`config.mk`:
```
export PLATFORM = sky130hd
export DESIGN_NAME = i2c_slave_write_port
export DESIGN_NICKNAME = d
export VERILOG_FILES = /design/src/rtl/i2cswp_pkg.sv /design/src/rtl/i2cswp_sync.sv /design/src/rtl/i2c_slave_write_port.sv
export SDC_FILE = /design/constraint.sdc
export NUM_CORES = 1
export LEC_CHECK = 0
export ABC_AREA = 1
export BUFFER_PORTS_ARGS = -buffer_cell sky130_fd_sc_hd__buf_4
export CAP_MARGIN = 10
export CORE_ASPECT_RATIO = 1.5
export CORE_MARGIN = 4
export CORE_UTILIZATION = 60
export CTS_BUF_LIST = sky130_fd_sc_hd__clkbuf_8 sky130_fd_sc_hd__clkbuf_16
export DETAILED_ROUTE_END_ITERATION = 10
export PLACE_DENSITY = 0.84
export RECOVER_POWER = 25
export SYNTH_ARGS = -nofsm -noshare
export SYNTH_HDL_FRONTEND = slang
export SYNTH_SLANG_ARGS = --single-unit
```
`constraint.sdc`:
```
create_clock -name clock -period 3.5 [get_ports clock]
set_clock_uncertainty 0.15 [all_clocks]
set_input_delay 0.7 -clock clock [delete_from_list [all_inputs] [get_ports clock]]
set_output_delay 0.7 -clock clock [all_outputs]
set_load 0.005 [all_outputs]
```
`src/rtl/i2cswp_pkg.sv`:
```
package i2cswp_pkg;
   // Fixed upper part of the slave address, bits 6 down to 2
   localparam logic [4:0] FIXED_ADDR     = 5'h1D;
   localparam int         FIXED_HI       = 6;
   localparam int         FIXED_LO       = 2;
   // Byte and command byte layout
   localparam logic [2:0] BIT_LAST       = 3'h7;
   localparam logic [2:0] BIT_ZERO       = 3'h0;
   localparam int         OP_HI          = 7;
   localparam int         OP_LO          = 5;
   localparam int         VAL_HI         = 4;
   localparam logic [2:0] OP_MARGIN      = 3'h1;
   localparam logic [2:0] OP_WATCHDOG    = 3'h3;
   localparam logic [4:0] VAL_NULL       = 5'h00;
   localparam int         MARGIN_SEL     = 4;
   localparam logic [3:0] MARGIN_NOMINAL = 4'h0;
   localparam logic [4:0] WD_OFF         = 5'h00;

   // Transfer phases
   typedef enum logic [2:0] {
      I2CSWP_IDLE,
      I2CSWP_ADDR,
      I2CSWP_ACK,
      I2CSWP_DATA,
      I2CSWP_WAIT
   } i2cswp_phase_type;

   // Sampled bus lines after two flip-flops
   typedef struct packed {
      logic scl;
      logic sda;
   } i2cswp_lines_type;

   // Settings driven out to the supply
   typedef struct packed {
      logic [3:0] ldoMargin;
      logic [3:0] swMargin;
      logic [4:0] watchdog;
      logic       strobe;
   } i2cswp_cfg_type;
endpackage : i2cswp_pkg

```
`src/rtl/i2cswp_sync.sv`:
```
module i2cswp_sync
(
   input  wire  logic clock,
   input  wire  logic sys_rst,
   input  wire  logic enable,
   input  wire  logic asyncIn,
   output logic       syncOut
);
   logic [1:0] stage_q; // First stage read only by second

   // Two flip-flop level synchroniser
   always_ff @(posedge clock)
   begin
      if (sys_rst)
         stage_q <= 2'h3;
      else if (enable)
         stage_q <= {stage_q[0], asyncIn};
   end

   assign syncOut = stage_q[1];
endmodule : i2cswp_sync

```
`src/rtl/i2c_slave_write_port.sv`:
```
// Functional notes
// - Ack matching write address after start
// - Compare address bits six to two fixed
// - Low address bits follow strap levels
// - Clock strap sets sync pin direction
// - Four devices need distinct strap combinations
// - Accept and ack data after address
// - Slave drives only acknowledge bits
// - Byte is operation plus value field
// - First command opens each operation
module i2c_slave_write_port
(
   input  wire  logic                        clock,
   input  wire  logic                        sys_rst,
   input  wire  logic                        enable,
   input  wire  logic                        sclIn,
   input  wire  logic                        sdaIn,
   output logic                              sdaOut,
   output logic                              sdaOe,
   input  wire  logic                        clockSelectStrap,
   input  wire  logic                        busIdStrap,
   input  wire  logic                        oscClockIn,
   output logic                              oscillatorSyncPinOut,
   output logic                              oscillatorSyncPinOe,
   output logic                              syncClockOut,
   output i2cswp_pkg::i2cswp_cfg_type        cfgOut
);
   ////////////////////////////////////////////////////////////////////////
   // Synchronisers
   i2cswp_pkg::i2cswp_lines_type lines; // Synchronised bus lines
   logic                         oscSync; // Local oscillator, synced
   logic                         extSync; // External sync clock, synced

   i2cswp_sync uSyncScl
   (
      .clock   (clock),
      .sys_rst (sys_rst),
      .enable  (enable),
      .asyncIn (sclIn),
      .syncOut (lines.scl)
   );
   i2cswp_sync uSyncSda
   (
      .clock   (clock),
      .sys_rst (sys_rst),
      .enable  (enable),
      .asyncIn (sdaIn),
      .syncOut (lines.sda)
   );
   i2cswp_sync uSyncOsc
   (
      .clock   (clock),
      .sys_rst (sys_rst),
      .enable  (enable),
      .asyncIn (oscClockIn),
      .syncOut (oscSync)
   );
   // Shared pad: the sync pin reads back through the oscillator input
   logic oscSyncPinIn; // Pin level for input mode
   logic selSync;      // Clock-select strap, synced
   logic idSync;       // Bus-id strap, synced
   assign oscSyncPinIn = oscClockIn;
   i2cswp_sync uSyncExt
   (
      .clock   (clock),
      .sys_rst (sys_rst),
      .enable  (enable),
      .asyncIn (oscSyncPinIn),
      .syncOut (extSync)
   );
   // Straps are pins as well, so they pass the same two stages
   i2cswp_sync uSyncSel
   (
      .clock   (clock),
      .sys_rst (sys_rst),
      .enable  (enable),
      .asyncIn (clockSelectStrap),
      .syncOut (selSync)
   );
   i2cswp_sync uSyncId
   (
      .clock   (clock),
      .sys_rst (sys_rst),
      .enable  (enable),
      .asyncIn (busIdStrap),
      .syncOut (idSync)
   );

   ////////////////////////////////////////////////////////////////////////
   // State
   typedef struct packed {
      i2cswp_pkg::i2cswp_lines_type prev;  // Lines one cycle earlier
      i2cswp_pkg::i2cswp_phase_type phase; // Transfer phase
      logic [2:0]                   bitCnt; // Bit index in byte
      logic [7:0]                   shift;  // Incoming byte
      logic                         ackDrive; // Pulling data low
      logic                         addrPhase; // Ack belongs to address
      logic [2:0]                   armedOp; // Operation after first cmd
      logic                         armed;   // First command seen
      logic                         upperSelectBit;
      logic                         lowerSelectBit;
      logic                         syncOutMode; // Pin is an output
      logic                         syncClk;     // Registered sync clock
      i2cswp_pkg::i2cswp_cfg_type   cfg;
   } i2cswp_state_type;

   i2cswp_state_type state_q; // Registered state
   i2cswp_state_type state_d; // Next state
   logic             sclRise; // Clock edges and bus events
   logic             sclFall;
   logic             startCond;
   logic             stopCond;
   logic [6:0]       myAddr;  // Own address

   assign sclRise   = lines.scl & ~state_q.prev.scl;
   assign sclFall   = ~lines.scl & state_q.prev.scl;
   // Data edges while clock stays high mark start and stop
   assign startCond = lines.scl & state_q.prev.scl
                      & state_q.prev.sda & ~lines.sda;
   assign stopCond  = lines.scl & state_q.prev.scl
                      & ~state_q.prev.sda & lines.sda;
   assign myAddr    = {i2cswp_pkg::FIXED_ADDR, state_q.upperSelectBit,
                       state_q.lowerSelectBit};

   ////////////////////////////////////////////////////////////////////////
   // Next state
   always_comb
   begin
      state_d            = state_q;
      state_d.prev       = lines;
      state_d.cfg.strobe = 1'h0;
      // Straps followed through synchronisers; they are static in use,
      // so the short lag after reset release does no harm
      state_d.upperSelectBit = selSync;
      state_d.lowerSelectBit = idSync;
      state_d.syncOutMode    = selSync;
      // Sync pin: drive own oscillator or follow external clock
      state_d.syncClk = state_q.syncOutMode ? oscSync : extSync;
      if (startCond)
      begin
         // Repeated start also restarts address phase
         state_d.phase    = i2cswp_pkg::I2CSWP_ADDR;
         state_d.bitCnt   = i2cswp_pkg::BIT_ZERO;
         state_d.ackDrive = 1'h0;
         state_d.armed    = 1'h0;
      end
      else if (stopCond)
      begin
         state_d.phase    = i2cswp_pkg::I2CSWP_IDLE;
         state_d.ackDrive = 1'h0;
      end
      else
      begin
         case (state_q.phase)
            i2cswp_pkg::I2CSWP_ADDR,
            i2cswp_pkg::I2CSWP_DATA:
            begin
               if (sclRise)
               begin
                  state_d.shift  = {state_q.shift[6:0], lines.sda};
                  state_d.bitCnt = state_q.bitCnt + 3'h1;
                  if (state_q.bitCnt == i2cswp_pkg::BIT_LAST)
                     state_d.phase = i2cswp_pkg::I2CSWP_ACK;
                  state_d.addrPhase =
                     (state_q.phase == i2cswp_pkg::I2CSWP_ADDR);
               end
            end
            i2cswp_pkg::I2CSWP_ACK:
            begin
               // Byte complete; decide on fall of eighth clock
               if (sclFall && !state_q.ackDrive)
               begin
                  if (state_q.addrPhase)
                  begin
                     // Write only: read requests are not answered
                     if (state_q.shift[7:1] == myAddr
                         && !state_q.shift[0])
                        state_d.ackDrive = 1'h1;
                     else
                        state_d.phase = i2cswp_pkg::I2CSWP_WAIT;
                  end
                  else
                  begin
                     state_d.ackDrive = 1'h1;
                     // Operation and value fields
                     if (state_q.shift[i2cswp_pkg::VAL_HI:0]
                         == i2cswp_pkg::VAL_NULL
                         && !state_q.armed)
                     begin
                        state_d.armed   = 1'h1;
                        state_d.armedOp =
                           state_q.shift[i2cswp_pkg::OP_HI:
                                         i2cswp_pkg::OP_LO];
                     end
                     else if (state_q.armed && state_q.armedOp
                              == state_q.shift[i2cswp_pkg::OP_HI:
                                               i2cswp_pkg::OP_LO])
                     begin
                        state_d.cfg.strobe = 1'h1;
                        // Margining stays armed for the other output
                        if (state_q.armedOp == i2cswp_pkg::OP_MARGIN)
                        begin
                           if (state_q.shift[i2cswp_pkg::MARGIN_SEL])
                              state_d.cfg.swMargin =
                                 state_q.shift[i2cswp_pkg::MARGIN_SEL-1:0];
                           else
                              state_d.cfg.ldoMargin =
                                 state_q.shift[i2cswp_pkg::MARGIN_SEL-1:0];
                        end
                        else if (state_q.armedOp
                                 == i2cswp_pkg::OP_WATCHDOG)
                           state_d.cfg.watchdog =
                              state_q.shift[i2cswp_pkg::VAL_HI:0];
                     end
                  end
               end
               else if (sclFall && state_q.ackDrive)
               begin
                  // Ack bit done: release line, next byte
                  state_d.ackDrive = 1'h0;
                  state_d.phase    = i2cswp_pkg::I2CSWP_DATA;
                  state_d.bitCnt   = i2cswp_pkg::BIT_ZERO;
               end
            end
            default:
               state_d.ackDrive = 1'h0; // Idle or ignoring transfer
         endcase
      end
   end

   ////////////////////////////////////////////////////////////////////////
   // Registers
   always_ff @(posedge clock)
   begin
      if (sys_rst)
      begin
         state_q                <= '0;
         state_q.prev           <= '1;
         state_q.cfg.ldoMargin  <= i2cswp_pkg::MARGIN_NOMINAL;
         state_q.cfg.swMargin   <= i2cswp_pkg::MARGIN_NOMINAL;
         state_q.cfg.watchdog   <= i2cswp_pkg::WD_OFF;
         state_q.phase          <= i2cswp_pkg::I2CSWP_IDLE;
      end
      else if (enable)
         state_q <= state_d;
   end

   // Outputs straight from state flip-flops, except sdaOut, which is tied low
   assign sdaOut               = 1'h0;
   assign sdaOe                = state_q.ackDrive;
   assign oscillatorSyncPinOut = state_q.syncClk;
   assign oscillatorSyncPinOe  = state_q.syncOutMode;
   assign syncClockOut         = state_q.syncClk;
   assign cfgOut               = state_q.cfg;
endmodule : i2c_slave_write_port

```
Word level (Yosys, flattened, before mapping)

Cells that the tools add are included.

Register bits after elaboration: 51

$add $sub $neg: 1
Eq/ne operators: 20
Mux-type cells: 33
Bitwise operators: 17
Reduce and logical (&&, ||, !) cells: 24

Operators by type and width:

| kind               | number |
|---|---|
| $reduce_and 10->1  | 3 |
| $mux 1             | 20 |
| $mux 3             | 6 |
| $ne 5x5->1 const B | 3 |
| $mux 14            | 1 |
| $reduce_and 7->1   | 2 |
| $mux 6             | 2 |
| $ne 3x3->1 const B | 4 |
| $pmux 6 s2         | 1 |
| $reduce_and 6->1   | 2 |
| $mux 11            | 1 |
| $not 1->1          | 10 |
| $eq 3x2->1 const B | 3 |
| $mux 8             | 1 |
| $ne 4x4->1 const B | 2 |
| $and 1x1->1        | 7 |
| $eq 7x7->1         | 1 |
| $eq 3x1->1 const B | 2 |
| $ne 6x6->1 const B | 1 |
| $reduce_bool 2->1  | 3 |
| $logic_and 1x1->1  | 5 |
| $logic_not 5->1    | 1 |
| $reduce_and 5->1   | 1 |
| $reduce_and 4->1   | 1 |
| 10 further kinds   | 12 |

Logic depth before layout (Yosys ltp)

Depth after elaboration: 9
Mapped depth: 11

By module

A second synthesis with hierarchy kept.

Cell total of the unflattened synthesis: 387
Area, all modules: 2616.3 µm²

Modules (own cells, without submodules):

| module               | instances | cells an instance | area an instance (µm²) | sequential area each (µm²) |
|---|---|---|---|---|
| i2c_slave_write_port | 1         | 327               | 2180.8                 | 780.7 |
| i2cswp_sync          | 6         | 10                | 72.6                   | 40.0 |

Least setup slack after synthesis

OpenSTA, ideal clock, no wires.

Kind: input -> register
Start: input enable
End: register state_q (netlist bit myAddr[0])
Library setup time: 132 ps
Arrival: 1434 ps
Required time: 3218 ps
Path slack: 1784 ps
Stages: 4
Path buffers: 2
Path through: inv_1 > clkbuf_1 > clkbuf_1 > a21oi_1

RTL lines:

| item                 | line                        | text |
|---|---|---|
| start, declared      | i2c_slave_write_port.sv:15  | `input wire logic enable,` |
| end signal, assigned | i2c_slave_write_port.sv:245 | `state_q <= state_d;` |
| end, declared        | i2c_slave_write_port.sv:107 | `i2cswp_state_type state_q;` |

No word-level cell between the ends.

==> results.py <==
metrics = {
    "synthesis": {
        "yosys_warnings": 0,
        "synth_simple_gate_area_share_pct": 33.18,
        "synth_nets": 353,
        "synth_mux_area_share_pct": 0,
        "synth_compound_area_share_pct": 12.67,
        "synth_top_family_by_area": "simple AND/OR/NAND/NOR gates",
        "syn_area_mm2": 0.002429,
        "synth-adder-area-share_pct": 1.030,
        "ys_seq_elements": 49,
        "syn-mean-instance-area_um2": 7.080,
        "ys_seq_area_share_pct": 40.39,
        "synth_cells": 343,
        "synth_cell_types": 31,
        "synth_xor_area_share_pct": 0.3606,
    },
    "clock_network": {
        "cts.sink_count": 49,
        "tritoncts": "built",
        "cts_made_buffers": 5,
        "root_buffer": "clkbuf_8",
        "h-tree-depth": 2,
        "clkTransAtPathRegs_ns": 0.10,
        "post_cts_buffers": 0,
        "ctsHoldBuffers": 0,
        "clk_latency_ns": 0.31,
        "ctsResizeCount": 0,
        "cts_buffer_depth": 2,
    },
    "sta": {
        "slew_headroom_pct": 22.21,
        "worstMarginPinSlew_ns": 1.167,
        "setup_viol": 0,
        "rsz0062_at_grt": "no",
        "final.setup.tns_ns": 0,
        "fin_crit_ns": 2.319,
        "hold_slack_ns": 0.3102,
        "max_freq_mhz": 431.2,
        "hold_viol": 0,
        "post-route-period-util_pct": 66.27,
        "final-max-slew-violation-count": 0,
    },
    "routing": {
        "dr.pass1.iters": 4,
        "dr_wl_met2_um": 2634,
        "wl_um": 4935,
        "wl_per_cell_um": 12.46,
        "drt-met1-wl_um": 1896,
        "vias": 2169,
        "via_per_inst": 5.477,
        "postRouteAntennaNets": 0,
        "top_layer": "met4",
        "drt_iter0_markers": 90,
        "drc": 0,
        "dr_wl_met3_um": 253,
    },
    "global_route": {
        "grt_pass1_wl_um": 8487,
        "overflow": 0,
        "antenna_found_initial": 0,
        "grt_max_degree": 32,
        "grt_pass1_vias": 2027,
        "grtUsageTotal_pct": 21.32,
    },
    "setup_path": {
        "cpPeakStageDelay_ns": 0.90,
        "critPathArrivalTime_ns": 2.41,
        "crit_buf_inv": 3,
        "cp.required_ns": 3.59,
        "cpMostUsedCell": "clkbuf_1",
        "r2r-start": "state_q[39]$_SDFFE_PP1P_",
        "crit_family": "buffers and inverters",
        "path_max_fanout": 31,
        "crit_path_start_kind": "input pin",
        "worstReg2RegEnd": "cfgOut[5]$_SDFFE_PP0P_",
        "crit_chain": "clkbuf_1 > clkinv_1 > clkbuf_1 > o21ai_0 > a21oi_1",
        "cpMaxStageDelayCell": "clkbuf_1",
        "end_kind": "register",
        "crit_path_start": "sys_rst",
        "worstRegToRegCells": 7,
        "r2r_slack_ns": 1.64,
        "path_class": "in2reg",
    },
    "cells_and_area": {
        "area_growth_pct": 6.801,
        "nNetsFinal": 360,
        "final_common_cell": "nand2_1",
        "fin_area_mm2": 0.002594,
        "fill_cells": 376,
        "multi_input_area_mm2": 0.001151,
        "regArea_um2": 980.9,
        "mostFrequentLayoutCells": "nand2_1, nor2_1, dfxtp_1",
        "antenna_cells": 0,
        "drive_gt1_share_pct": 13.68,
    },
    "placed_design": {
        "io_buffers": 25,
        "dp_hpwl_um": 3603,
        "gp_congestion": 0.9315,
        "place_area_mm2": 0.002504,
    },
    "hold_path": {
        "holdCritStartpoint": "state_q[33]$_SDFFE_PP0P_",
        "hold_class": "reg2reg",
        "worstHoldEndpoint": "state_q[33]$_SDFFE_PP0P_",
        "hold_depth": 2,
    },
    "die": {
        "core_area_mm2": 0.003924,
        "rows": 28,
        "pin_count": 27,
        "initial_core_util_pct": 61.89,
        "die_w_um": 59.95,
        "die_y_um": 85.92,
        "dieArea_mm2": 0.005150,
    },
    "outcome": {
        "status": "finished, final reports clean",
    },
    "run": {
        "max-cap-violations": 0,
    },
    "power_and_ir_drop": {
        "power_density_mw_per_mm2": 458.7,
        "p_leak_nw": 1.104,
        "ir_worst_vdd_mv": 0.4271,
    },
}
-- Yosys cell counts, drive strengths merged --
cell type,instances,area share (%)
a211oi,1,0.31
nand3b,2,0.62
nand4,4,1.3
clkbuf,4,0.62
buf,22,6.6
ha,2,1.0
clkinv,2,0.31
xor2,1,0.36
nand3,38,8.6
conb,1,0.15
or2,1,0.26
nand2,64,10
o21ai,28,5.8
nor2,57,9.9
inv,30,4.6
o211ai,2,0.62
dfxtp,49,40
nor3,5,1.4
a21oi,29,6.0
nor4,1,0.88
-- worst max-delay path by stage --
| stage | end | cells after the start |
|---|---|---|
| after global routing | state_q[18]$_SDFFE_PP0P_ | 5 |
| after floorplan | myAddr[0]$_SDFFE_PP0P_ | 4 |
| final | state_q[31]$_SDFFE_PP0P_ | 5 |
| after global placement | state_q[28]$_SDFFE_PP0P_ | 5 |
| after CTS | state_q[26]$_SDFFE_PP0P_ | 5 |
| after detailed placement | state_q[31]$_SDFFE_PP0P_ | 5 |
-- through the flow --
stage | instances | util, % | setup slack, ns | power [mW]
5_1_grt | 396 | 66.10 | 0.9473 | 1.258
6_report | 396 | 66.10 | 1.181 | 1.190
3_5_place_dp | 388 | 63.81 | 0.9866 | 0.8450
2_1_floorplan | 343 | - | 1.784 | 0.7940
3_3_place_gp | 388 | 63.81 | 1.089 | 0.8381
4_1_cts | 396 | 66.29 | 1.307 | 1.198
-- per-layer routing --
layer | GRT usage (%) | vias up
met1 | 21.72 | 978
met4 | 11.09 | 0
met5 | 0 | -
met2 | 38.78 | 63
li1 | - | 1111
met3 | 4.518 | 17
-- worst min-delay path: stages, from the launching register on --
cell and delay [ns]:
dfxtp_1 0.32, inv_1 0.05, a21oi_1 0.05
-- cell type report --
type	count	share of cell area, %
clock buffer	5	2.653
clock inverter	3	1.110
inverter	32	4.631
multi-input combinational	236	44.38
sequential	49	37.82
tap	45	2.171
timing repair buffer	26	7.236
-- flip-flops by register name, summed over array words and instances (netlist names), 2 cells and up --
signal,count
state_q,21
uSyncSel.stage_q,2
uSyncSda.stage_q,2
uSyncOsc.stage_q,2
uSyncScl.stage_q,2
uSyncId.stage_q,2
cfgOut,14
-- cells by family (layout without fill, tap and decap cells) --
group,count (synthesis),count (layout)
simple gates,172,172
compound gates,60,60
buf+inv,58,66
flops,49,49
fa+ha+maj,2,2
other cells,1,1
xor+xnor,1,1
-- report_power, final --
group | switching (mW) | internal [mW] | leakage, nW | total (mW)
combinational | 0.141 | 0.0739 | 0.653 | 0.215
sequential | 0.0272 | 0.593 | 0.400 | 0.620
clock | 0.206 | 0.150 | 0.0506 | 0.355
No activity file was read; power rests on OpenSTA's default activity.
